--- config.mk ---
export PLATFORM = sky130hd
export DESIGN_NAME = eid_decoder
export DESIGN_NICKNAME = d
export VERILOG_FILES = /design/src/rtl/eid_pkg.sv /design/src/rtl/eid_decoder.sv /design/src/rtl/eid_mac_acc.sv
export VERILOG_INCLUDE_DIRS = /design/src /design/src/rtl
export SDC_FILE = /design/constraint.sdc
export NUM_CORES = 1
export LEC_CHECK = 0
export BUFFER_PORTS_ARGS = -buffer_cell sky130_fd_sc_hd__buf_2
export CAP_MARGIN = 25
export CORE_UTILIZATION = 35
export DETAILED_ROUTE_END_ITERATION = 12
export PLACE_DENSITY = 0.56
export SLEW_MARGIN = 30
export SYNTH_ARGS = -nofsm -noshare
export SYNTH_HDL_FRONTEND = slang
export SYNTH_HIERARCHICAL = 1
export SYNTH_SLANG_ARGS = --single-unit
--- constraint.sdc ---
create_clock -name i_clk -period 2.78 [get_ports i_clk]
set_input_delay 0.278 -clock i_clk [delete_from_list [all_inputs] [get_ports i_clk]]
set_output_delay 0.278 -clock i_clk [all_outputs]
set_load 0.02 [all_outputs]
--- src/rtl/eid_map.svh ---
`ifndef EID_MAP_SVH
`define EID_MAP_SVH

// ==========================================================
// Opcode bytes
`define EID_OP_ESC 8'hA5
`define EID_OP_BRK 8'h00
`define EID_OP_ASR 8'h03
`define EID_OP_CLR 8'hE4
`define EID_OP_CJ0 8'hB6
`define EID_OP_CJ1 8'hB7
`define EID_OP_INCA 8'hA3
`define EID_OP_JMPA 8'h73
`define EID_OP_MVXR 8'hE0
`define EID_OP_MVXW 8'hF0
`define EID_OP_LCALL 8'h12
`define EID_OP_RET 8'h22
`define EID_OP_RETI 8'h32
`define EID_ACALL_LOW 5'h11

// ==========================================================
// Cycle counts per instruction
`define EID_CYC_STD 3'h1
`define EID_CYC_TWO 3'h2
`define EID_CYC_CJ 3'h4
`define EID_CYC_INCA 3'h3
`define EID_CYC_JMPA 3'h3
`define EID_CYC_MVX_F 3'h2
`define EID_CYC_MVX_S 3'h4
`define EID_CYC_AMVX_F 3'h3
`define EID_CYC_AMVX_S 3'h5
`define EID_CYC_ACALL 3'h3
`define EID_CYC_ACALL_X 3'h5
`define EID_CYC_LCALL 3'h4
`define EID_CYC_LCALL_X 3'h6
`define EID_CYC_RET 3'h4
`define EID_CYC_RET_X 3'h5

// ==========================================================
// Reset values
`define EID_PC_RST 16'h0000
`define EID_DP_RST 16'h0000
`define EID_MAC_RST 40'h0000000000

`endif

--- src/rtl/eid_pkg.sv ---
package eid_pkg;

  // ========================================================
  // Sequencer states, one-hot
  typedef enum logic [4:0] {
    ST_IDLE = 5'h01,
    ST_ESC  = 5'h02,
    ST_REL  = 5'h04,
    ST_WAIT = 5'h08,
    ST_HALT = 5'h10
  } eid_state_type;

  // ========================================================
  // Command to the multiply-accumulate register
  typedef struct packed {
    logic clr;
    logic asr;
  } eid_mac_cmd_type;

  // ========================================================
  // Report of a finished instruction
  typedef struct packed {
    logic done;
    logic esc;
    logic [7:0] op;
    logic [2:0] cycles;
  } eid_retire_type;

endpackage

--- src/rtl/eid_decoder.sv ---
// Summary of operation
// - Byte A5 opens every extended instruction; next byte is an extended op.
// - Breakpoint with debug enabled halts, PC left at next instruction.
// - Breakpoint with debug disabled is a two-cycle no-op, PC plus two.
// - Arithmetic right shift of accumulator keeps bit 39, two cycles.
// - Clear sets all forty accumulator bits to zero in two cycles.
// - Indirect compare sets carry when accumulator below byte, else clears.
// - Unequal compare branches to advanced PC plus signed displacement.
// - Every compare-and-jump form takes four cycles.
// - Alternate pointer increments modulo 65536 in three cycles.
// - Indirect jump loads PC plus two plus accumulator, three cycles.
// - External moves: 2 or 4 cycles, alternate pointer 3 or 5.
// - Calls and returns take extra cycles with the extended stack.
`timescale 1ns/1ps
`include "eid_map.svh"

module eid_decoder
  import eid_pkg::*;
(
  input logic i_clk,               // Core clock, 50 MHz
  input logic i_rstn,              // Sync reset, active low
  input logic i_byte_valid,        // Code byte present
  input logic [7:0] i_byte,        // Code byte
  input logic [7:0] i_acc,         // Core accumulator
  input logic [7:0] i_ind_byte,    // RAM byte at @Ri
  input logic i_ptr_sel,           // pointer_select
  input logic i_debug_en,          // debug_unit enabled
  input logic i_resume,            // Leave debug halt
  input logic i_ext_stack,         // Extended stack in use
  input logic i_fast_space,        // Move targets extra_ram
  input logic i_pc_load,           // Core PC write
  input logic [15:0] i_pc_val,     // Core PC value
  input logic [1:0] i_dp_we,       // Pointer writes, bit per ptr
  input logic [15:0] i_dp_wdata,   // Pointer write data
  output logic o_byte_ready,       // Next byte will be taken
  output logic [15:0] o_pc,        // Program counter
  output logic [15:0] o_data_pointer_zero,     // data_pointer_zero
  output logic [15:0] o_data_pointer_one,     // data_pointer_one
  output logic o_ind_sel,          // Which Ri for @Ri
  output logic o_carry,            // Carry flag value
  output logic o_carry_we,         // Carry write pulse
  output logic o_halt,             // In debug handler
  output eid_retire_type o_retire, // Finished instruction
  output logic [39:0] o_mac        // mac_accumulator
);

  // ========================================================
  // Cycle count of an instruction from its opcode
  function automatic logic [2:0] cyc_of(input logic esc,
    input logic [7:0] op, input logic xs, input logic fast);
    logic [2:0] c;
    c = `EID_CYC_STD;
    if (esc) begin
      case (op)
        `EID_OP_CJ0, `EID_OP_CJ1: c = `EID_CYC_CJ;
        `EID_OP_INCA: c = `EID_CYC_INCA;
        `EID_OP_JMPA: c = `EID_CYC_JMPA;
        `EID_OP_MVXR, `EID_OP_MVXW: begin
          c = fast ? `EID_CYC_AMVX_F : `EID_CYC_AMVX_S;
        end
        default: c = `EID_CYC_TWO;
      endcase
    end else if (op == `EID_OP_MVXR || op == `EID_OP_MVXW) begin
      c = fast ? `EID_CYC_MVX_F : `EID_CYC_MVX_S;
    end else if (op[4:0] == `EID_ACALL_LOW) begin
      c = xs ? `EID_CYC_ACALL_X : `EID_CYC_ACALL;
    end else if (op == `EID_OP_LCALL) begin
      c = xs ? `EID_CYC_LCALL_X : `EID_CYC_LCALL;
    end else if (op == `EID_OP_RET || op == `EID_OP_RETI) begin
      c = xs ? `EID_CYC_RET_X : `EID_CYC_RET;
    end else if (op[7:4] == 4'hB && op[3:2] != 2'h0) begin
      c = `EID_CYC_CJ;
    end
    return c;
  endfunction

  eid_state_type state, next_state;
  logic [15:0] pc, next_pc;
  logic [2:0] cnt, next_cnt;
  logic [2:0] tot, next_tot;
  logic [7:0] op, next_op;
  logic esc, next_esc;
  logic [7:0] rel, next_rel;
  logic [15:0] dp0, next_dp0;
  logic [15:0] dp1, next_dp1;
  logic ind_sel, next_ind_sel;
  logic carry, next_carry;
  logic carry_we, next_carry_we;
  logic halt, next_halt;
  logic ready, next_ready;
  eid_retire_type retire, next_retire;
  eid_mac_cmd_type mac_cmd;
  logic fin;
  logic [15:0] rel_ext;

  // Sign-extended branch displacement
  assign rel_ext = {{8{rel[7]}}, rel};

  // ========================================================
  // Sequencer: one code byte per cycle, effects on last cycle
  always_comb begin
    next_state = state;
    next_pc = pc;
    next_cnt = cnt;
    next_tot = tot;
    next_op = op;
    next_esc = esc;
    next_rel = rel;
    next_ind_sel = ind_sel;
    next_carry = carry;
    next_carry_we = 1'b0;
    next_halt = halt;
    next_retire = '0;
    mac_cmd = '0;
    fin = 1'b0;
    // Core pointer writes; an increment below lands on top
    next_dp0 = i_dp_we[0] ? i_dp_wdata : dp0;
    next_dp1 = i_dp_we[1] ? i_dp_wdata : dp1;
    case (state)
      ST_IDLE: begin
        if (i_pc_load) begin
          next_pc = i_pc_val;      // Core jump wins over a fetch
        end else if (i_byte_valid) begin
          next_pc = pc + 16'h0001;
          next_op = i_byte;
          next_cnt = 3'h1;
          if (i_byte == `EID_OP_ESC) begin
            next_esc = 1'b1;
            next_state = ST_ESC;
          end else begin
            next_esc = 1'b0;
            next_tot = cyc_of(1'b0, i_byte, i_ext_stack,
                              i_fast_space);
            if (next_tot == `EID_CYC_STD) begin
              fin = 1'b1;
            end else begin
              next_state = ST_WAIT;
            end
          end
        end
      end
      ST_ESC: begin
        if (i_byte_valid) begin
          next_pc = pc + 16'h0001;
          next_op = i_byte;
          next_cnt = 3'h2;
          next_ind_sel = i_byte[0];
          next_tot = cyc_of(1'b1, i_byte, i_ext_stack,
                            i_fast_space);
          if (i_byte == `EID_OP_CJ0 || i_byte == `EID_OP_CJ1) begin
            next_state = ST_REL;
          end else if (next_tot == `EID_CYC_TWO) begin
            fin = 1'b1;
          end else begin
            next_state = ST_WAIT;
          end
        end
      end
      ST_REL: begin
        if (i_byte_valid) begin
          next_pc = pc + 16'h0001;
          next_rel = i_byte;
          next_cnt = 3'h3;
          next_state = ST_WAIT;
        end
      end
      ST_WAIT: begin
        next_cnt = cnt + 3'h1;
        fin = (next_cnt == tot);
      end
      ST_HALT: begin
        if (i_resume) begin
          next_halt = 1'b0;
          next_state = ST_IDLE;
        end
      end
      default: next_state = ST_IDLE;
    endcase
    // Last cycle of an instruction: apply its effect
    if (fin) begin
      next_state = ST_IDLE;
      next_retire = {1'b1, next_esc, next_op, next_tot};
      if (next_esc) begin
        case (next_op)
          `EID_OP_BRK: begin
            if (i_debug_en) begin
              next_halt = 1'b1;
              next_state = ST_HALT;
            end                    // Else a plain no-op
          end
          `EID_OP_ASR: mac_cmd.asr = 1'b1;
          `EID_OP_CLR: mac_cmd.clr = 1'b1;
          `EID_OP_CJ0, `EID_OP_CJ1: begin
            next_carry = i_acc < i_ind_byte;
            next_carry_we = 1'b1;
            if (i_acc != i_ind_byte) begin
              next_pc = pc + rel_ext;
            end
          end
          `EID_OP_INCA: begin
            if (i_ptr_sel) begin
              next_dp0 = dp0 + 16'h0001;
            end else begin
              next_dp1 = dp1 + 16'h0001;
            end
          end
          `EID_OP_JMPA: next_pc = pc + {8'h00, i_acc};
          default: ;
        endcase
      end
    end
    next_ready = (next_state == ST_IDLE) || (next_state == ST_ESC) ||
                 (next_state == ST_REL);
  end

  // Registers only
  always_ff @(posedge i_clk) begin
    if (!i_rstn) begin
      state <= ST_IDLE;
      pc <= `EID_PC_RST;
      dp0 <= `EID_DP_RST;
      dp1 <= `EID_DP_RST;
      {cnt, tot} <= 6'h00;
      {op, rel} <= 16'h0000;
      {esc, ind_sel, carry, carry_we, halt, ready} <= 6'h00;
      retire <= '0;
    end else begin
      state <= next_state;
      pc <= next_pc;
      cnt <= next_cnt;
      tot <= next_tot;
      op <= next_op;
      esc <= next_esc;
      rel <= next_rel;
      dp0 <= next_dp0;
      dp1 <= next_dp1;
      ind_sel <= next_ind_sel;
      carry <= next_carry;
      carry_we <= next_carry_we;
      halt <= next_halt;
      ready <= next_ready;
      retire <= next_retire;
    end
  end

  // ========================================================
  // Accumulator kept in its own register module
  eid_mac_acc u_mac (
    .i_clk(i_clk),
    .i_rstn(i_rstn),
    .i_cmd(mac_cmd),
    .o_acc(o_mac)
  );

  // Outputs straight from flops
  assign o_byte_ready = ready;
  assign o_pc = pc;
  assign {o_data_pointer_zero, o_data_pointer_one} = {dp0, dp1};
  assign {o_ind_sel, o_halt} = {ind_sel, halt};
  assign {o_carry, o_carry_we} = {carry, carry_we};
  assign o_retire = retire;
endmodule

--- src/rtl/eid_mac_acc.sv ---
`timescale 1ns/1ps
`include "eid_map.svh"

module eid_mac_acc
  import eid_pkg::*;
(
  input logic i_clk,               // Core clock
  input logic i_rstn,              // Sync reset, active low
  input eid_mac_cmd_type i_cmd,    // Clear or shift strobe
  output logic [39:0] o_acc        // Accumulator contents
);

  logic [39:0] acc;
  logic [39:0] next_acc;
  logic [39:0] asr_val;

  // ========================================================
  // Next value: clear beats shift, else hold
  assign asr_val = {acc[39], acc[39:1]};

  always_comb begin
    next_acc = acc;
    if (i_cmd.clr) begin
      next_acc = '0;
    end else if (i_cmd.asr) begin
      next_acc = asr_val;
    end
  end

  // Value persists between instructions
  always_ff @(posedge i_clk) begin
    if (!i_rstn) begin
      acc <= `EID_MAC_RST;
    end else begin
      acc <= next_acc;
    end
  end

  assign o_acc = acc;
endmodule

==> results.txt <==
The initial antenna violation count was 0. The worst pin sits at a relative slew slack of 55.56%. The number of iterations in the first detailed-routing pass came out at 5. The routed length per placed instance came out at 16.93 um.

Synthesis produced 910 cells. Following the worst setup path forward leads to its endpoint at o_data_pointer_one[14]. The detailed-route via count came out at 7387. The DRC violation count after routing came out at 0. The worst hold path belongs to the class input pin to flip-flop. The total count of hold-check failures in the final report came out at 0. The flow ran to the end, and the final reports show no timing, DRC or antenna violations. The die covers 20910 um^2.

Once detailed placement completed, the half-perimeter wirelength came to 17310 um. The endpoint of the lowest-slack register-to-register path is o_data_pointer_one[14]. The count of max-cap constraint violations is 0.

The total number of H-tree levels came out at 3. Walking the worst path, the cells encountered are or4b_4 > nor2_4 > nand4_2 > o221a_4 > or3_4 > or4_1 > a31oi_1. The number of standard-cell rows in the floorplan came out at 51.

Clock tree synthesis selected as its root buffer the cell sky130_fd_sc_hd__clkbuf_16. Entering global routing, the biggest net connects 49 pins. The peak ir drop on the vdd network is 0.0002817 V. The count of nets left with antenna violations once routing finished came out at 0. The total power divided by cell area came out at 421.6 nW/um^2.

The effective utilization at floorplan came out at 36.09%. The average instance area after synthesis came out at 7.821 um^2. The library cell contributing the largest single delay on the critical path is sky130_fd_sc_hd__or4b_4. The max-slew violation total from the final report is 0.

Wires add up to 22430 um. The smallest setup slack after layout is 0.1491 ns. The remaining global-route overflow is 0.

The number of inserted diodes is 0. In this run the critical register-to-register path is launched from state[0]. The count of input and output buffers is 132. The top achievable clock speed is 380.1 MHz.

In this run the worst setup path begins at state[0]. For the worst-skew pair, the clock arrives at the later sink with an insertion delay of 0.35 ns. The per-cell via count in the routed design came out at 5.575. The wire length of the first global-routing pass came out at 35070 um. The via count of the first global-routing pass is 6608. The data arrival time of the critical path is 2.91 ns. The total clock sinks is 94.

The post-layout utilization of the core came out at 43.42%. The largest fanout on the critical path is 13. The path length in cells of the critical path came out at 7. The minimum setup slack after placement is 0.02101 ns. The clock transition at the registers of the reported paths is 0.07 ns. The leakage power of the design came out at 3.599 nW. The number of top-level pins came out at 173. The launching element type of the critical path is a flip-flop. The number of fill cells is 2054.

From left edge to right edge, the die measures 144.6 um. The number of nets at the end of the flow came out at 1159. Grouping stages by cell kind, the critical path spends the most delay in simple AND/OR/NAND/NOR gates. For the final database, setup skew stands at 0.005737 ns. The layout overhead on the synthesized area is 20.29%.

The count of warnings emitted by yosys is 6. The core region is 19720 um^2. The setup check on the worst reg-to-reg path leaves a slack of 0.15 ns. The number of cells on the worst reg-to-reg path is 7. The final-report setup violation count came out at 0.

STA classifies the critical path endpoint as a flip-flop. The slew at the pin closest to its max-slew limit came out at 0.6616 ns. Clock tree synthesis inserted a total of 9 buffers. The total track usage came out at 21.53%. The final critical path time including I/O delays and setup is 2.631 ns. The final critical-path share of the clock period came out at 94.64%. The global placement routability congestion came out at 0.9016. The number of violations reported at the end of detailed-routing iteration 0 came out at 399. The critical path's largest stage delay came out at 0.58 ns. The buffer levels on the longest clock path is 2. For the worst setup path, the data required time is 3.06 ns. The worst path buffer plus inverter count is 0. TritonCTS built the clock tree. The worst setup path is of the flip-flop to flip-flop kind. The chip height is 144.6 um. The cell area after technology mapping is 7117 um^2. The count of buffers added by post-CTS timing repair for setup is 0. The fraction of layout instances using a drive strength above 1 came out at 22.26%.
==> cell usage in the layout (no fill, tap or decap), types with 8 or more instances in the layout <==
master                        n
sky130_fd_sc_hd__a21oi_1     44
sky130_fd_sc_hd__a22oi_1     10
sky130_fd_sc_hd__a31oi_1     17
sky130_fd_sc_hd__and2_1       8
sky130_fd_sc_hd__and3_1      12
sky130_fd_sc_hd__buf_2      132
sky130_fd_sc_hd__buf_4       53
sky130_fd_sc_hd__clkbuf_16    9
sky130_fd_sc_hd__conb_1      40
sky130_fd_sc_hd__dfxtp_1     94
sky130_fd_sc_hd__ha_1        35
sky130_fd_sc_hd__inv_1       25
sky130_fd_sc_hd__mux2i_1     21
sky130_fd_sc_hd__nand2_1     79
sky130_fd_sc_hd__nand2b_1    11
sky130_fd_sc_hd__nand3_1     47
sky130_fd_sc_hd__nand4_1     12
sky130_fd_sc_hd__nor2_1      87
sky130_fd_sc_hd__nor2b_1     14
sky130_fd_sc_hd__nor3_1      23
sky130_fd_sc_hd__nor4_1       9
sky130_fd_sc_hd__o2111ai_1   18
sky130_fd_sc_hd__o211ai_1    28
sky130_fd_sc_hd__o21ai_0     29
sky130_fd_sc_hd__or4_1       18
sky130_fd_sc_hd__xnor2_1     19
sky130_fd_sc_hd__xor2_1      15
==> power breakdown <==
| group | internal (W) | switching [W] |
|---|---|---|
| logic | 0.000291 | 0.000453 |
| registers | 0.00140 | 0.0000829 |
| clock network | 0.000793 | 0.000586 |
| total | 0.00249 | 0.00112 |
==> sequential cells by signal, summed over array words and instances, names as in the netlist <==
name,flops
cnt,3
esc,1
o_byte_ready,1
o_carry,1
o_carry_we,1
o_data_pointer_one,16
o_data_pointer_zero,16
o_halt,1
o_ind_sel,1
o_pc,16
o_retire,13
op,8
rel,8
state,5
tot,3
==> per-layer routing <==
metal	part of all wire, %	routed length, um	GRT usage [%]
met1	47	10640	29.54
met2	45	10030	34.51
met3	5.2	1176	2.219
met4	2.6	584	8.199
met5	0	0	0
==> worst min path at each step <==
stage | start | endpoint | slack [ns] | cells after the start
after floorplan | i_byte[3] | rel[3] | 0.43 | 2
after global placement | o_carry | o_carry | 0.47 | 2
after detailed placement | o_carry | o_carry | 0.48 | 2
after CTS | i_resume | state[4] | 0.22 | 4
after global routing | i_dp_wdata[2] | o_data_pointer_zero[2] | 0.24 | 3
final | i_resume | state[4] | 0.23 | 4
==> final cells by class <==
type,count,area (um^2),area share (%)
clock buffers,9,225.2,2.631
clock inverters,7,95.09,1.111
inverters,27,101.3,1.184
multi-input cells,735,4807,56.15
flip-flops and latches,94,1882,21.98
well taps,265,331.6,3.873
repair buffers,188,1119,13.07
==> stage by stage <==
step                power [W]  TNS [ns]  std cells  hold slack (ns)  instance area, um^2
global placement     0.002251         0       1309           0.4672                 8210
CTS                  0.003626         0       1325           0.2224                 8531
detailed placement   0.002255         0       1309           0.4753                 8210
floorplan            0.002019         0        949           0.4254                 7263
finish               0.003609         0       1325           0.2285                 8561
global route         0.003759  -0.02915       1325           0.2375                 8561
==> repair_timing <==
action,in CTS,in global routing
endpoints found under the hold margin,0,0
resized for setup,0,6
hold buffers,0,0
setup endpoints to repair,0,25
==> worst min-delay path, cell delays in order <==
cell,delay (ns)
sky130_fd_sc_hd__buf_2,0.09
sky130_fd_sc_hd__nor2_1,0.05
sky130_fd_sc_hd__nor2_1,0.08
sky130_fd_sc_hd__nor2_1,0.04
(Power assumes the default switching activity.)
